[src/hdl/sgc_pkg.sv]
// Behaviour
// (RQ1) Writing one to ROM reload bit starts a fresh ROM configuration load; bit self-clears.
// (RQ2) Software polls init-complete status flag rather than waiting a fixed delay.
// (RQ3) Full soft reset resets all logic including registers; bit self-clears, zero is normal.
// (RQ4) Logic soft reset resets logic but keeps configuration registers; bit self-clears.
// (RQ5) Software should prefer logic soft reset to keep its programmed configuration.
// (RQ6) Local I2C controller runs only while its enable bit is one; resets to zero.
// (RQ7) Policy bit zero: transmitter high impedance when no assigned port has lock.
// (RQ8) Policy bit one: transmitter follows per-port control; LP-11 when no lock and idle choice one.
// (RQ9) Idle choice one and output enable zero force transmitter to high impedance.
// (RQ10) No lock and idle choice zero hold transmitter outputs in HS-0.
// (RQ11) Receiver parity checking active only while its enable bit is one; resets to one.
// (RQ12) Override one reports reference clock present; zero passes detect circuit result.
// (RQ13) Read-only ident register: revision upper nibble, mask_rev_field lower nibble; writes ignored.
// (RQ14) Reserved bits in reset and configuration registers read zero, ignore writes.
// (RQ15) Init-complete flag, status bit 6, set once power-up or ROM load finishes.
// (RQ16) Reset and reload request bits read one while pending, zero once done.
package sgc_pkg;

  localparam int unsigned ADDR_W = 8;
  localparam int unsigned DATA_W = 8;

  // Register offsets
  localparam logic [7:0] SOFT_RESET_CONTROL_OFS = 8'h01;
  localparam logic [7:0] GENERAL_CONFIGURATION_OFS = 8'h02;
  localparam logic [7:0] SILICON_REVISION_IDENT_OFS = 8'h03;
  localparam logic [7:0] DEVICE_STATUS_REG_OFS = 8'h04;

  // Soft reset control fields
  localparam int unsigned RST_LOGIC_BIT = 0;
  localparam int unsigned RST_FULL_BIT = 1;
  localparam int unsigned RST_RELOAD_BIT = 2;

  // General configuration fields
  localparam int unsigned CFG_REFCLK_OVR_BIT = 0;
  localparam int unsigned CFG_PARITY_EN_BIT = 1;
  localparam int unsigned CFG_IDLE_CHOICE_BIT = 2;
  localparam int unsigned CFG_OUT_ENABLE_BIT = 3;
  localparam int unsigned CFG_NOLOCK_POLICY_BIT = 4;
  localparam int unsigned CFG_I2C_CTRL_EN_BIT = 5;
  localparam logic [7:0] CFG_WRITE_MASK = 8'h3F;
  localparam logic [7:0] CFG_RESET = 8'h1E;

  // Device status fields
  localparam int unsigned STS_INIT_DONE_BIT = 6;
  localparam int unsigned STS_REFCLK_BIT = 4;

  // Ident fields; values arbitrary
  localparam logic [3:0] SILICON_REV_DEFAULT = 4'hA;
  localparam logic [3:0] MASK_REV_DEFAULT = 4'h3;

  // Logic reset pulse length in cycles, less one
  localparam logic [3:0] LOGIC_RST_CYCLES = 4'h4;

  // Transmitter output state
  typedef enum logic [3:0] {
    SGC_TX_NORMAL = 4'h1,
    SGC_TX_HIZ = 4'h2,
    SGC_TX_LP11 = 4'h4,
    SGC_TX_HS0 = 4'h8
  } sgc_tx_state_t;

  // ROM loader states
  typedef enum logic [2:0] {
    SGC_LD_IDLE = 3'h1,
    SGC_LD_RUN = 3'h2,
    SGC_LD_DONE = 3'h4
  } sgc_ld_state_t;

  // Register bus request
  typedef struct packed {
    logic [ADDR_W-1:0] addr;
    logic [DATA_W-1:0] wdata;
    logic wr;
    logic rd;
  } sgc_bus_req_t;

  // Block controls toward the rest of the device
  typedef struct packed {
    logic i2c_ctrl_en;
    logic parity_check_en;
    logic refclk_present;
    sgc_tx_state_t tx_state;
    logic logic_reset;
  } sgc_ctrl_t;

endpackage : sgc_pkg

[src/hdl/sgc_rom.sv]
`timescale 1ns/1ps
// Configuration ROM; read data registered
module sgc_rom #(
  parameter int unsigned DEPTH = 8,
  parameter int unsigned AW = 3
) (
  // Clock
  input wire logic clk_i,
  // Read port
  input wire logic [AW-1:0] addr_i,
  output logic [7:0] data_o
);

  logic [7:0] data_q;

  function automatic logic [7:0] rom_word(input logic [AW-1:0] a);
    // Last word carries the default configuration image
    if (a == AW'(DEPTH - 1)) begin
      return sgc_pkg::CFG_RESET;
    end
    return 8'h00;
  endfunction : rom_word

  always_ff @(posedge clk_i) begin
    data_q <= rom_word(addr_i);
  end

  assign data_o = data_q;

endmodule : sgc_rom

[src/hdl/sgc_top.sv]
// The plain strobed port was left to the implementer.
`timescale 1ns/1ps
module sgc_top #(
  parameter int unsigned ROM_DEPTH = 8,
  parameter int unsigned ROM_AW = 3
) (
  // Clock and reset
  input wire logic clk_i,
  input wire logic rst_n_i,
  // Register port
  input wire logic [7:0] addr_i,
  input wire logic [7:0] wdata_i,
  input wire logic wr_i,
  input wire logic rd_i,
  output logic [7:0] rdata_o,
  // Status inputs from pins
  input wire logic any_rx_lock_i,
  input wire logic refclk_detect_i,
  // Controls
  output logic i2c_ctrl_en_o,
  output logic parity_check_en_o,
  output logic refclk_present_o,
  output sgc_pkg::sgc_tx_state_t tx_state_o,
  output logic logic_reset_o,
  output logic init_done_o
);

  typedef struct packed {
    logic [1:0] lock_sync;
    logic [1:0] refclk_sync;
    logic [7:0] cfg;
    logic reload_pend;
    logic full_pend;
    logic logic_pend;
    logic [3:0] logic_cnt;
    sgc_pkg::sgc_ld_state_t ld_state;
    logic [ROM_AW-1:0] ld_addr;
    logic init_done;
    logic [7:0] rdata;
    sgc_pkg::sgc_tx_state_t tx_state;
    logic [2:0] ctl;
  } sgc_state_t;

  sgc_state_t s_q;
  sgc_state_t s_d;
  sgc_pkg::sgc_bus_req_t req;
  logic [7:0] rom_data;
  logic full_rst_n;
  logic lock_s;
  logic refclk_s;

  assign req.addr = addr_i;
  assign req.wdata = wdata_i;
  assign req.wr = wr_i;
  assign req.rd = rd_i;
  assign lock_s = s_q.lock_sync[1];
  assign refclk_s = s_q.refclk_sync[1];

  // (RQ3) Full reset resets registers
  assign full_rst_n = rst_n_i & ~s_q.full_pend;

  sgc_rom #(
    .DEPTH(ROM_DEPTH),
    .AW(ROM_AW)
  ) u_rom (
    .clk_i(clk_i),
    .addr_i(s_q.ld_addr),
    .data_o(rom_data)
  );

  function automatic logic [7:0] status_word(input logic done, input logic rclk);
    logic [7:0] w;
    w = 8'h00;
    w[sgc_pkg::STS_INIT_DONE_BIT] = done;
    w[sgc_pkg::STS_REFCLK_BIT] = rclk;
    return w;
  endfunction : status_word

  function automatic sgc_pkg::sgc_tx_state_t tx_pick(input logic [7:0] c, input logic lock);
    sgc_pkg::sgc_tx_state_t t;
    t = sgc_pkg::SGC_TX_NORMAL;
    if (c[sgc_pkg::CFG_IDLE_CHOICE_BIT] && !c[sgc_pkg::CFG_OUT_ENABLE_BIT]) begin
      // (RQ9) Forced high impedance
      t = sgc_pkg::SGC_TX_HIZ;
    end else if (!lock) begin
      if (!c[sgc_pkg::CFG_NOLOCK_POLICY_BIT]) begin
        // (RQ7) No lock high impedance
        t = sgc_pkg::SGC_TX_HIZ;
      end else if (!c[sgc_pkg::CFG_IDLE_CHOICE_BIT]) begin
        // (RQ10) No lock HS-0
        t = sgc_pkg::SGC_TX_HS0;
      end else begin
        // (RQ8) No lock LP-11
        t = sgc_pkg::SGC_TX_LP11;
      end
    end
    return t;
  endfunction : tx_pick

  always_comb begin
    s_d = s_q;
    s_d.lock_sync = {s_q.lock_sync[0], any_rx_lock_i};
    s_d.refclk_sync = {s_q.refclk_sync[0], refclk_detect_i};
    s_d.rdata = 8'h00;

    // (RQ4) Logic reset pulse, registers kept
    if (s_q.logic_pend) begin
      if (s_q.logic_cnt == sgc_pkg::LOGIC_RST_CYCLES) begin
        // (RQ16) Clear once done
        s_d.logic_pend = 1'b0;
        s_d.logic_cnt = 4'h0;
      end else begin
        s_d.logic_cnt = s_q.logic_cnt + 4'h1;
      end
    end

    // (RQ1) ROM load sequence
    case (s_q.ld_state)
      sgc_pkg::SGC_LD_IDLE: begin
        if (s_q.reload_pend) begin
          s_d.ld_state = sgc_pkg::SGC_LD_RUN;
          s_d.ld_addr = '0;
          s_d.init_done = 1'b0;
        end
      end
      sgc_pkg::SGC_LD_RUN: begin
        if (s_q.ld_addr == ROM_AW'(ROM_DEPTH - 1)) begin
          s_d.ld_state = sgc_pkg::SGC_LD_DONE;
        end else begin
          s_d.ld_addr = s_q.ld_addr + ROM_AW'(1);
        end
      end
      sgc_pkg::SGC_LD_DONE: begin
        // Registered ROM word of the last address is now valid
        s_d.cfg = rom_data & sgc_pkg::CFG_WRITE_MASK;
        // (RQ15) Init done set
        s_d.init_done = 1'b1;
        // (RQ16) Reload bit clears
        s_d.reload_pend = 1'b0;
        s_d.ld_state = sgc_pkg::SGC_LD_IDLE;
      end
      default: begin
        s_d.ld_state = sgc_pkg::SGC_LD_IDLE;
      end
    endcase

    // Register writes; a load in progress owns the configuration last
    if (req.wr) begin
      if (req.addr == sgc_pkg::SOFT_RESET_CONTROL_OFS) begin
        if (req.wdata[sgc_pkg::RST_RELOAD_BIT]) begin
          s_d.reload_pend = 1'b1;
        end
        if (req.wdata[sgc_pkg::RST_FULL_BIT]) begin
          s_d.full_pend = 1'b1;
        end
        if (req.wdata[sgc_pkg::RST_LOGIC_BIT]) begin
          s_d.logic_pend = 1'b1;
          s_d.logic_cnt = 4'h0;
        end
      end else if (req.addr == sgc_pkg::GENERAL_CONFIGURATION_OFS) begin
        if (s_q.ld_state != sgc_pkg::SGC_LD_DONE) begin
          // (RQ14) Reserved bits dropped
          s_d.cfg = req.wdata & sgc_pkg::CFG_WRITE_MASK;
        end
      end
      // (RQ13) Ident writes ignored
    end

    // Register reads
    if (req.rd) begin
      if (req.addr == sgc_pkg::SOFT_RESET_CONTROL_OFS) begin
        // (RQ16) Pending bits read one
        s_d.rdata = {5'h00, s_q.reload_pend, s_q.full_pend, s_q.logic_pend};
      end else if (req.addr == sgc_pkg::GENERAL_CONFIGURATION_OFS) begin
        s_d.rdata = s_q.cfg;
      end else if (req.addr == sgc_pkg::SILICON_REVISION_IDENT_OFS) begin
        // (RQ13) Revision and mask nibbles
        s_d.rdata = {sgc_pkg::SILICON_REV_DEFAULT, sgc_pkg::MASK_REV_DEFAULT};
      end else if (req.addr == sgc_pkg::DEVICE_STATUS_REG_OFS) begin
        s_d.rdata = status_word(s_q.init_done, s_q.ctl[0]);
      end else begin
        s_d.rdata = 8'h00;
      end
    end

    s_d.tx_state = tx_pick(s_q.cfg, lock_s);
    // (RQ12) Reference clock override
    s_d.ctl[0] = s_q.cfg[sgc_pkg::CFG_REFCLK_OVR_BIT] | refclk_s;
    // (RQ11) Parity checker enable
    s_d.ctl[1] = s_q.cfg[sgc_pkg::CFG_PARITY_EN_BIT] & ~s_q.logic_pend;
    // (RQ6) I2C controller enable
    s_d.ctl[2] = s_q.cfg[sgc_pkg::CFG_I2C_CTRL_EN_BIT] & ~s_q.logic_pend;
  end

  // Full reset is an asynchronous pulse shorter than a cycle; it clears its own request flop
  always_ff @(posedge clk_i or negedge full_rst_n) begin
    if (!full_rst_n) begin
      s_q.lock_sync <= 2'h0;
      s_q.refclk_sync <= 2'h0;
      s_q.cfg <= sgc_pkg::CFG_RESET;
      s_q.reload_pend <= 1'b0;
      s_q.full_pend <= 1'b0;
      s_q.logic_pend <= 1'b0;
      s_q.logic_cnt <= 4'h0;
      s_q.ld_state <= sgc_pkg::SGC_LD_IDLE;
      s_q.ld_addr <= '0;
      s_q.init_done <= 1'b1;
      s_q.rdata <= 8'h00;
      s_q.tx_state <= sgc_pkg::SGC_TX_HIZ;
      s_q.ctl <= {sgc_pkg::CFG_RESET[sgc_pkg::CFG_I2C_CTRL_EN_BIT],
                  sgc_pkg::CFG_RESET[sgc_pkg::CFG_PARITY_EN_BIT],
                  sgc_pkg::CFG_RESET[sgc_pkg::CFG_REFCLK_OVR_BIT]};
    end else begin
      s_q <= s_d;
    end
  end

  assign rdata_o = s_q.rdata;
  assign tx_state_o = s_q.tx_state;
  assign refclk_present_o = s_q.ctl[0];
  assign parity_check_en_o = s_q.ctl[1];
  assign i2c_ctrl_en_o = s_q.ctl[2];
  assign logic_reset_o = s_q.logic_pend;
  assign init_done_o = s_q.init_done;

endmodule : sgc_top

[config.mk]
export PLATFORM = sky130hd
export DESIGN_NAME = sgc_top
export DESIGN_NICKNAME = d
export VERILOG_FILES = /design/src/hdl/sgc_pkg.sv /design/src/hdl/sgc_rom.sv /design/src/hdl/sgc_top.sv
export SDC_FILE = /design/constraint.sdc
export NUM_CORES = 1
export LEC_CHECK = 0
export ABC_AREA = 1
export BUFFER_PORTS_ARGS = -buffer_cell sky130_fd_sc_hd__buf_2
export CORE_ASPECT_RATIO = 2
export CORE_UTILIZATION = 54
export CTS_CLUSTER_DIAMETER = 50
export DETAILED_ROUTE_END_ITERATION = 8
export GPL_TIMING_DRIVEN = 0
export PLACE_DENSITY = 0.76
export SLEW_MARGIN = 20
export SYNTH_ARGS = -nofsm -noshare
export SYNTH_HDL_FRONTEND = slang
export SYNTH_SLANG_ARGS = --single-unit
export TNS_END_PERCENT = 5
[constraint.sdc]
create_clock -name clk_i -period 3.81 [get_ports clk_i]
set_input_delay 0.1905 -clock clk_i [delete_from_list [all_inputs] [get_ports clk_i]]
set_output_delay 0.1905 -clock clk_i [all_outputs]
set_load 0.02 [all_outputs]
==> results.md, run 1 <==
* Area grow syn2layout at 18.6%
* Initial antenna violation count at 0
* WS Path Type: flip-flop to flip-flop
* Worst hold path class: input port to async pin
* Gr ovfl total at 0
* Slowest-stage cell, CP: dfrtp_1
* Synth Area per Inst at 8.56 sq um
* Most frequent cells in the layout: nand2_1 (62), buf_2 (37), dfrtp_1 (33)
* Worst VDD drop at 429 uV
* Clk_skew at 0.00267 ns
* Mux share of post-synthesis cell area at 0%
* Post-synthesis compound-gate area fraction at 3.39%
* Antenna cells at 0
* Wire length per cell at 10.8 um
* DRT antenna net count at 0
* CP max stage delay at approximately 0.4 ns
* Largest net degree at the start of global routing at 24
* Register bit total from synthesis at 42
* Post-detail-place hpwl at around 2800 um
* Die area at 4020 sq um
* CTS root buffer: clkbuf_8
* Port Buffer Count at 36
* CTS tree: done
* R2r setup slk at 2.47 ns
* Crit path capture type: flip-flop
* Drt total wl at 3600 um
* Layout cells sized above 1 at 30.3%
* Worst slew pin tran at 0.592 ns
* Final Max Slew Viols at 0
* Core area at 3610 sq um
* Largest family of logic cells by synthesized area: simple AND/OR/NAND/NOR gates
* Final worst path period need at approximately 1.3 ns
* Filler cells at 334
* Total GRT Usage at a little over a fifth
* Placer Congestion at between 0.7 and 0.8
* I/O Pins at 39
* Max-cap violations at 0
* Chip height at 88.7 um
* Mapped cell area at around 2000 sq um
* Crit Reg-Reg Startpoint: s_q[16]$_DFFE_PN0P_
* Vias per inst at roughly 4.7
* Fin crit share at 35.2%
* FF/Latch Area at 1060 sq um
* First-pass GRT wire length at 5910 um
* Site Rows at 31
* Clk slew on worst S/H paths at approximately 0.07 ns
* Worst endpoint required time at 3.99 ns
* Final setup violation count at 0
* Fmax at around 0.75 GHz
* CP bufs+invs at 2
* Worst path cell trace: ha_1 -> ha_1 -> inv_1 -> nand2_2 -> nand2_2 -> inv_2 -> nand2_1 -> o21ai_1
* Slew headroom at 60.4%
* Fin Hold WS at 0.00915 ns
* Post-synthesis net count at approximately 260
* Synth Area in XOR/XNOR at 0.432%
* Residual DRC count at 0
* DR iter-0 viols at 17
* Clk_lat worst skew at 0.29 ns
* Leak at around 1.4 nW
* Total CTS buffers at 5
* First-pass iteration count of the detailed router at 4
* Pwr Total at 0.958 mW
* Mapped Cells at 237
* Setup TNS at 0 ns
* CTS Sinks at 42
* Routed vias at 1556
* Worst-case reg-to-reg path depth at 8
* Status: finished clean
* Synthesis warning total at 1
* Vias in the first global route at 1470
* Cell count along the critical path at 8
* Critical Path Source Type: flip-flop
* Bufs on Longest Clock Path at 2
* Post-Synth Adder-Cell Area at around 2.5%
* Register area share after synthesis at 52.0%
* RSZ-0062 raised after global routing: false
* Pwr per Cell Area at 398 nW/um^2
* CTS H-tree depth at 2
* Distinct cells, synth at 28
* Final net count at 309
* Initial Utilization at 56.3%
* Die X at 45.4 um
* Final hold viol count at 0
* Final core utilization at 66.7%
* Most common cell after layout, fill and taps aside: nand2_1
* Worst Path Max Fanout at 3
* Multi-input logic area at 736 sq um
* Delay-heaviest family, CP: adder cells
* Post-synthesis simple-gate area fraction at 29.6%
* R2r endpoint: s_q[16]$_DFFE_PN0P_
* Arrival time of the worst setup path at 1.52 ns
==> layer usage <==
metal | global-route usage (%) | part of all wire (%)
met4 | 11.0 | 2.2
met1 | 18.7 | 38
met5 | 0 | 0
met2 | 39.4 | 57
met3 | 6.53 | 3.4
==> area by class of cell <==
| class | count | share of cell area, % |
|---|---|---|
| buffer | 15 | 4.73 |
| sequential | 42 | 43.9 |
| timing repair buffer | 39 | 9.46 |
| tap | 49 | 2.55 |
| inverter | 35 | 5.46 |
| clock buffer | 8 | 3.33 |
| multi-input combinational | 145 | 30.6 |
==> tightest hold or removal path: cells and delay by family <==
kind                   cells  cell delay [ns]
AND/OR/NAND/NOR            1             0.46
buffers and inverters      2             0.12
==> synthesized netlist by cell type (all sizes together) <==
library cell,instances,share of area [%]
a21oi,4,0.99
ha,4,2.5
nand4,5,1.5
xor2,1,0.43
nand2,69,14
nor3,6,1.7
dfstp,8,10
nand3,19,5.2
or2,1,0.31
a21boi,3,1.1
o21ai,4,0.99
inv,35,6.5
o22ai,1,0.31
nor2,27,6.9
nor4,1,0.31
dfxtp,1,0.99
buf,15,5.6
dfrtp,33,41
==> cell families after synthesis <==
kind of cell	count (synthesis)
and+or+nand+nor	128
buffers and inverters	50
DFF	42
AOI/OAI and AO/OA	12
adders and majority gates	4
xor gates and xnor gates	1
==> worst max path at each step <==
stage | start | end
finish | s_q[16]$_DFFE_PN0P_ | s_q[16]$_DFFE_PN0P_
global route | s_q[16]$_DFFE_PN0P_ | s_q[16]$_DFFE_PN0P_
CTS | s_q[16]$_DFFE_PN0P_ | s_q[16]$_DFFE_PN0P_
detailed placement | s_q[16]$_DFFE_PN0P_ | s_q[16]$_DFFE_PN0P_
global placement | s_q[27]$_DFFE_PN0P_ | s_q[25]$_DFF_PN0_
floorplan | s_q[27]$_DFFE_PN0P_ | i2c_ctrl_en_o$_DFF_PN0_
==> stage by stage <==
step / area (sq um) / setup slack (ns) / cells
after global placement: 2270 / 0.353 / 322
after detailed placement: 2310 / 2.47 / 323
final: 2410 / 2.47 / 333
after CTS: 2410 / 2.46 / 333
after floorplan: 2030 / 1.15 / 237
after global routing: 2410 / 2.38 / 333
==> state kept, by name (all words and copies together), names as in the netlist, 2 cells and up <==
register    count
rdata_o         8
s_q            20
s_d             2
tx_state_o      4
==> report_power, final <==
| group | switching (mW) | total, mW | internal (mW) | leakage, nW |
|---|---|---|---|---|
| logic | 0.0898 | 0.155 | 0.0649 | 0.826 |
| registers | 0.0349 | 0.536 | 0.501 | 0.531 |
| clock network | 0.137 | 0.267 | 0.130 | 0.0395 |
| total | 0.262 | 0.958 | 0.696 | 1.40 |
==> timing repair <==
| action | in CTS | in global routing |
|---|---|---|
| endpoints found under the hold margin | 2 | 0 |
| resized for setup | 0 | 0 |
| hold buffers | 2 | 0 |
| setup buffers | 0 | 0 |
No activity file was read; power rests on OpenSTA's default activity.
==> run 2, diff against run 1 <==
--- a/config.mk
+++ b/config.mk
@@ -8,11 +8,11 @@
 export ABC_AREA = 1
 export BUFFER_PORTS_ARGS = -buffer_cell sky130_fd_sc_hd__buf_2
 export CORE_ASPECT_RATIO = 2
-export CORE_UTILIZATION = 54
+export CORE_UTILIZATION = 49
 export CTS_CLUSTER_DIAMETER = 50
 export DETAILED_ROUTE_END_ITERATION = 8
 export GPL_TIMING_DRIVEN = 0
-export PLACE_DENSITY = 0.76
+export PLACE_DENSITY = 0.73
 export SLEW_MARGIN = 20
 export SYNTH_ARGS = -nofsm -noshare
 export SYNTH_HDL_FRONTEND = slang
==> constraint.sdc (replaced) <==
create_clock -name clk_i -period 1.2 [get_ports clk_i]
set_input_delay 0.06 -clock clk_i [delete_from_list [all_inputs] [get_ports clk_i]]
set_output_delay 0.06 -clock clk_i [all_outputs]
set_load 0.02 [all_outputs]
==> results.md, run 2 (synthesized netlist as in run 1, its figures left out) <==
* Worst VDD drop at 1360 uV
* Core area at ~3900 sq um
* Vias per inst at 4.83
* Pwr per Cell Area at 1290 nW/um^2
* Setup ws final at -0.0315 ns
* R2r setup slk at -0.03 ns
* Site Rows at 32
* Final Max Slew Viols at 0
* Placed instance area at 2280 sq um
* Worst Hold Path Cells at 3
* First-pass iteration count of the detailed router at 4
* Gr ovfl total at 0
* Max FFs per register at 20
* Post-detail-place hpwl at roughly 2800 um
* Worst endpoint required time at roughly 1.4 ns
* Routed vias at 1633
* Total GRT Usage at 20.9%
* Crit Reg-Reg Startpoint: s_q[19]$_DFFE_PN1P_
* Antenna cells at 0
* Final net count at 312
* Most frequent cells in the layout: nand2_1 (62), buf_2 (37), dfrtp_1 (32)
* First-pass GRT wire length at 6640 um
* Clk slew on worst S/H paths at about 0.08 ns
* Failing checks: setup timing
* Placed Cells incl. Taps at ~320
* Vias in the first global route at 1632
* Multi-input logic area at 782 sq um
* Non-filler cells, final at 338
* CTS tree: done
* Fin crit share at 103%
* Filler cells at approximately 370
* Residual DRC count at 0
* Initial antenna violation count at 0
* CP startpoint: s_q[19]$_DFFE_PN1P_
* Status: finished with violations
* Wire length per cell at 11.9 um
* Drt total wl at 4030 um
* Fin Hold WS at 0.0270 ns
* Worst-case reg-to-reg path depth at 7
* RSZ-0062 raised after global routing: true
* Slew headroom at between 50% and 60%
* Initial Utilization at 51.7%
* Area grow syn2layout at 21.5%
* R2r endpoint: s_q[16]$_DFFE_PN0P_
* Largest net degree at the start of global routing at 22
* Fin area at 2470 sq um
* WS Path Type: flip-flop to flip-flop
* Final hold viol count at 0
* Leak at approximately 1.4 nW
* Die area at 4420 sq um
* Worst hold path class: input port to flip-flop
* Total CTS buffers at 5
* FF/Latch Area at 1060 sq um
* Die X at 47.5 um
* Hold EP: s_q[28]$_DFF_PN0_
* Min-delay src: wdata_i[2]
* DRT antenna net count at 0
* Final worst path period need at approximately 1.2 ns
* Setup TNS at -0.105 ns
* Largest Register: s_q
* Worst Path Max Fanout at 3
* Clk_skew at 0.00188 ns
* CTS H-tree depth at 2
* CTS Sinks at 42
* DR iter-0 viols at 21
* Layout cells sized above 1 at around a third
* Worst slew pin tran at 0.616 ns
* Crit path capture type: flip-flop
* Clk_lat worst skew at 0.29 ns
* Max-cap violations at 0
* Final setup violation count at 5
* Placer Congestion at 0.859
* Most common cell after layout, fill and taps aside: nand2_1
* Fmax at 0.812 GHz
* CTS root buffer: clkbuf_8
* Final core utilization at 62.9%
* Bufs on Longest Clock Path at 2
* Critical Path Source Type: flip-flop
* Port Buffer Count at 36
* Chip height at between 90 and 100 um
* I/O Pins at 39
* Arrival time of the worst setup path at around 1.4 ns
-- run 2: changes by cell type in the layout (fill, tap and decap cells not counted), moves of 2 or more --
cell | before | now
ha_1 | 4 | 1
nor2_2 | 3 | 5
ha_2 | 0 | 2
inv_1 | 32 | 30
clkbuf_1 | 3 | 0
nor2_1 | 20 | 18
-- run 2: area by class of cell --
class / count / share of cell area [%]
Buffer: 15 / 4.72
Multi-Input combinational cell: 146 / 31.7
Clock inverter: 3 / 0.863
Timing Repair Buffer: 41 / 9.03
Inverter: 35 / 5.43
Tap cell: 51 / 2.59
Sequential cell: 42 / 42.9
Clock buffer: 5 / 2.79
-- run 2: power breakdown --
group	leakage [nW]	internal [mW]	switching, mW
combinational	0.836	0.247	0.310
sequential	0.529	1.59	0.128
clock	0.0441	0.408	0.489
-- run 2: what timing repair did --
| action | in CTS | in global routing |
|---|---|---|
| endpoints found under the hold margin | 14 | 0 |
| gates resized for setup | 6 | 9 |
| gates cloned | 1 | 1 |
| pin swaps | 3 | 2 |
| setup buffers | 0 | 1 |
| hold buffers | 3 | 0 |
| endpoints found under the setup margin | 47 | 12 |
-- run 2: metrics by stage --
stage	total power [mW]	setup slack (ns)
after CTS	3.19	-0.0487
final	3.17	-0.0315
after global placement	2.20	-0.197
after detailed placement	2.23	-0.207
after global routing	3.35	-0.129
after floorplan	2.07	-0.0285
-- run 2: worst max-delay path by stage --
stage | to | depth (start not counted)
3_5_place_dp | s_q[21]$_DFFE_PN0P_ | 1
5_1_grt | s_q[18]$_DFFE_PN0P_ | 7
3_3_place_gp | s_q[25]$_DFF_PN0_ | 1
4_1_cts | s_q[16]$_DFFE_PN0P_ | 7
2_1_floorplan | s_q[16]$_DFFE_PN0P_ | 8
6_report | s_q[16]$_DFFE_PN0P_ | 7
-- run 2: critical path: stages (launching register included) --
cell	delay, ns
dfstp_2	0.58
inv_1	0.08
nor3_2	0.14
nand2_1	0.10
nand2_2	0.09
inv_2	0.05
nand2_1	0.04
o21ai_1	0.05
-- run 2: routing by layer --
layer / global-route usage, % / vias up / part of all wire [%]
met1: 19.7 / 756 / 35
met3: 5.02 / 14 / 4.0
met4: 12.1 / 0 / 3.4
li1: - / 818 / -
met2: 37.2 / 45 / 58
met5: 0 / - / 0
==> run 3, diff against run 2 <==
--- a/config.mk
+++ b/config.mk
@@ -5,10 +5,9 @@
 export SDC_FILE = /design/constraint.sdc
 export NUM_CORES = 1
 export LEC_CHECK = 0
-export ABC_AREA = 1
 export BUFFER_PORTS_ARGS = -buffer_cell sky130_fd_sc_hd__buf_2
 export CORE_ASPECT_RATIO = 2
-export CORE_UTILIZATION = 49
+export CORE_UTILIZATION = 48
 export CTS_CLUSTER_DIAMETER = 50
 export DETAILED_ROUTE_END_ITERATION = 8
 export GPL_TIMING_DRIVEN = 0
==> results.md, run 3 <==
* Status: finished with violations
* Failing checks: setup timing
* EDFF count, synth at 0
* Drt total wl at 3420 um
* Fin area at roughly 2300 sq um
* Largest cells by area after synthesis: dfrtp_1 (46%), dfstp_2 (12%), buf_4 (5.4%)
* Min-delay src: wdata_i[2]
* Max FFs per register at 20
* Worst setup endpoint: s_q[16]$_DFFE_PN0P_
* RSZ-0062 raised after global routing: true
* Worst hold path class: input port to flip-flop
* Worst VDD drop at about 930 uV
* Bufs on Longest Clock Path at 2
* Synth Area per Inst at 11.6 sq um
* Total CTS buffers at 5
* Initial antenna violation count at 0
* Dominant synthesized flop cell: dfrtp_1
* Mapped Cells at 156
* I/O Pins at 39
* Placed Cells incl. Taps at 240
* CTS root buffer: clkbuf_8
* Site Rows at 31
* Worst endpoint required time at 1.37 ns
* CTS H-tree depth at 2
* Largest net degree at the start of global routing at 42
* Final core utilization at between 60% and 70%
* Layout cells sized above 1 at 41.7%
* Top-area cell type share of the netlist area at 45.8%
* CTS Sinks at 42
* CTS tree: done
* Placed instance area at 2050 sq um
* Largest Register: s_q
* Crit Reg-Reg Startpoint: s_q[17]$_DFFE_PN0P_
* Top cell type by total area after synthesis: dfrtp_1
* Residual DRC count at 0
* Slew headroom at 70.9%
* Arrival time of the worst setup path at 1.58 ns
* Worst Path Max Fanout at 4
* Max-cap violations at 0
* Clk_skew at approximately 0.0052 ns
* Share of flip-flops with an asynchronous set or reset at between 90% and 100%
* Fmax at 0.711 GHz
* Pwr per Cell Area at 1310 nW/um^2
* Synthesis warning total at 1
* Setup ws final at -0.206 ns
* Die X at 45.4 um
* Antenna cells at 0
* DRT antenna net count at 0
* Initial Utilization at around half
* Final hold viol count at 0
* WS Path Type: flip-flop to flip-flop
* Final worst path period need at 1.41 ns
* Vias in the first global route at around 1400
* Crit path capture type: flip-flop
* Worst slack at placement at -0.352 ns
* DR iter-0 viols at 27
* Critical Path Source Type: flip-flop
* Final Max Slew Viols at 0
* Area grow syn2layout at 25.6%
* Mapped cell area at 1800 sq um
* Distinct cells, synth at 34
* Gr ovfl total at 0
* Placer Congestion at 0.796
* Register area share after synthesis at 58.5%
* CP startpoint: s_q[17]$_DFFE_PN0P_
* Wire length per cell at about 13 um
* Pwr Total at 2.96 mW
* Most frequent cells in the layout: buf_2 (37), dfrtp_1 (33), buf_4 (16)
* R2r endpoint: s_q[16]$_DFFE_PN0P_
* Port Buffer Count at 35
* Post-detail-place hpwl at about 2700 um
* Vias per inst at 5.05
* Most common cell after layout, fill and taps aside: buf_2
* Worst-case reg-to-reg path depth at 5
* Final net count at 231
* Post-synthesis net count at 182
* First-pass iteration count of the detailed router at 4
* Chip height at 88.7 um
* First-pass GRT wire length at 5800 um
* Register bit total from synthesis at 42
* Clk_lat worst skew at 0.29 ns
* Total GRT Usage at 20.5%
* Routed vias at 1289
* R2r setup slk at -0.21 ns
* Final setup violation count at 6
* Die area at 4020 sq um
* Most frequent cell after synthesis: dfrtp_1
* Fin crit share at 117%
* Non-filler cells, final at 255
* Synth cell count leaders: dfrtp_1 (33), nor2_1 (14), buf_4 (13)
* Clk slew on worst S/H paths at 0.07 ns
* Worst slew pin tran at around 0.44 ns
* Leak at 1.16 nW
* Core area at approximately 3600 sq um
[run 3: cell count changes after synthesis, moves of 4 or more]
cell / change
a21oi_1: +8
nor2b_1: +6
mux2i_1: +6
nand4_1: -4
nand3_1: -14
nand2_1: -53
nor3_1: -4
and3_1: +4
inv_1: -29
nor3b_1: +4
nand2_2: -7
nor2_1: -7
[run 3: what timing repair did]
action | in CTS | in global routing
endpoints found under the hold margin | 2 | 12
gates resized for setup | 11 | 5
setup endpoints to repair | 53 | 12
hold buffers | 2 | 1
buffers inserted | 2 | 1
pin swaps | 5 | 3
[run 3: how the worst min path moves through the flow]
stage | end | cells after the start | slack (ns)
2_1_floorplan | s_d[38]$_DFF_PN0_ | 0 | 0.09
3_3_place_gp | s_d[40]$_DFF_PN0_ | 1 | 0.17
3_5_place_dp | s_d[38]$_DFF_PN0_ | 1 | 0.17
4_1_cts | s_q[28]$_DFF_PN0_ | 2 | 0.02
5_1_grt | s_q[27]$_DFFE_PN0P_ | 2 | 0.03
6_report | s_q[28]$_DFF_PN0_ | 2 | 0.03
[run 3: routing by layer]
metal  global-route usage [%]  wire length [um]  vias up
met5                        0                 0        -
li1                         -                 -      623
met4                     13.2               114        0
met2                     37.4              2070       29
met1                     19.2              1120      629
met3                     4.69               116        8
[run 3: stage by stage]
stage                     TNS (ns)  hold slack [ns]
after floorplan             -0.524           0.0914
after global placement       -5.76            0.169
after detailed placement     -8.53            0.170
after CTS                    -6.84           0.0226
after global routing         -1.04           0.0310
final                       -0.551           0.0291
[run 3: critical path, stage by stage, from the launching register on]
cell,delay [ns]
dfrtp_1,0.40
ha_2,0.20
ha_4,0.17
o21ai_2,0.11
nand2b_1,0.13
mux2_4,0.28
[run 3: layout make-up]
| cell class | instances | area [sq um] |
|---|---|---|
| fill | 298 | 1340 |
| sequential | 42 | 1060 |
| multi-input combinational | 95 | 683 |
| timing repair buffer | 42 | 248 |
| buffer | 16 | 115 |
| clock buffer | 7 | 86.3 |
| tap | 49 | 61.3 |
| inverter | 3 | 11.3 |
| clock inverter | 1 | 5.00 |
[run 3: logic make-up (layout without fill, tap and decap cells)]
group,after synthesis,after routing,share of synthesized area (%)
flip-flops,42,42,58.5
AO/OA/AOI/OAI,26,26,8.81
adder cells (fa/ha/maj),4,4,2.77
buffers and inverters,19,69,6.86
multiplexers,7,7,3.95
AND/OR/NAND/NOR,58,58,19.1
[run 3: report_power, final]
| part | switching (mW) | internal (mW) |
|---|---|---|
| Sequential | 0.104 | 1.54 |
| Clock | 0.428 | 0.463 |
| Combinational | 0.226 | 0.202 |
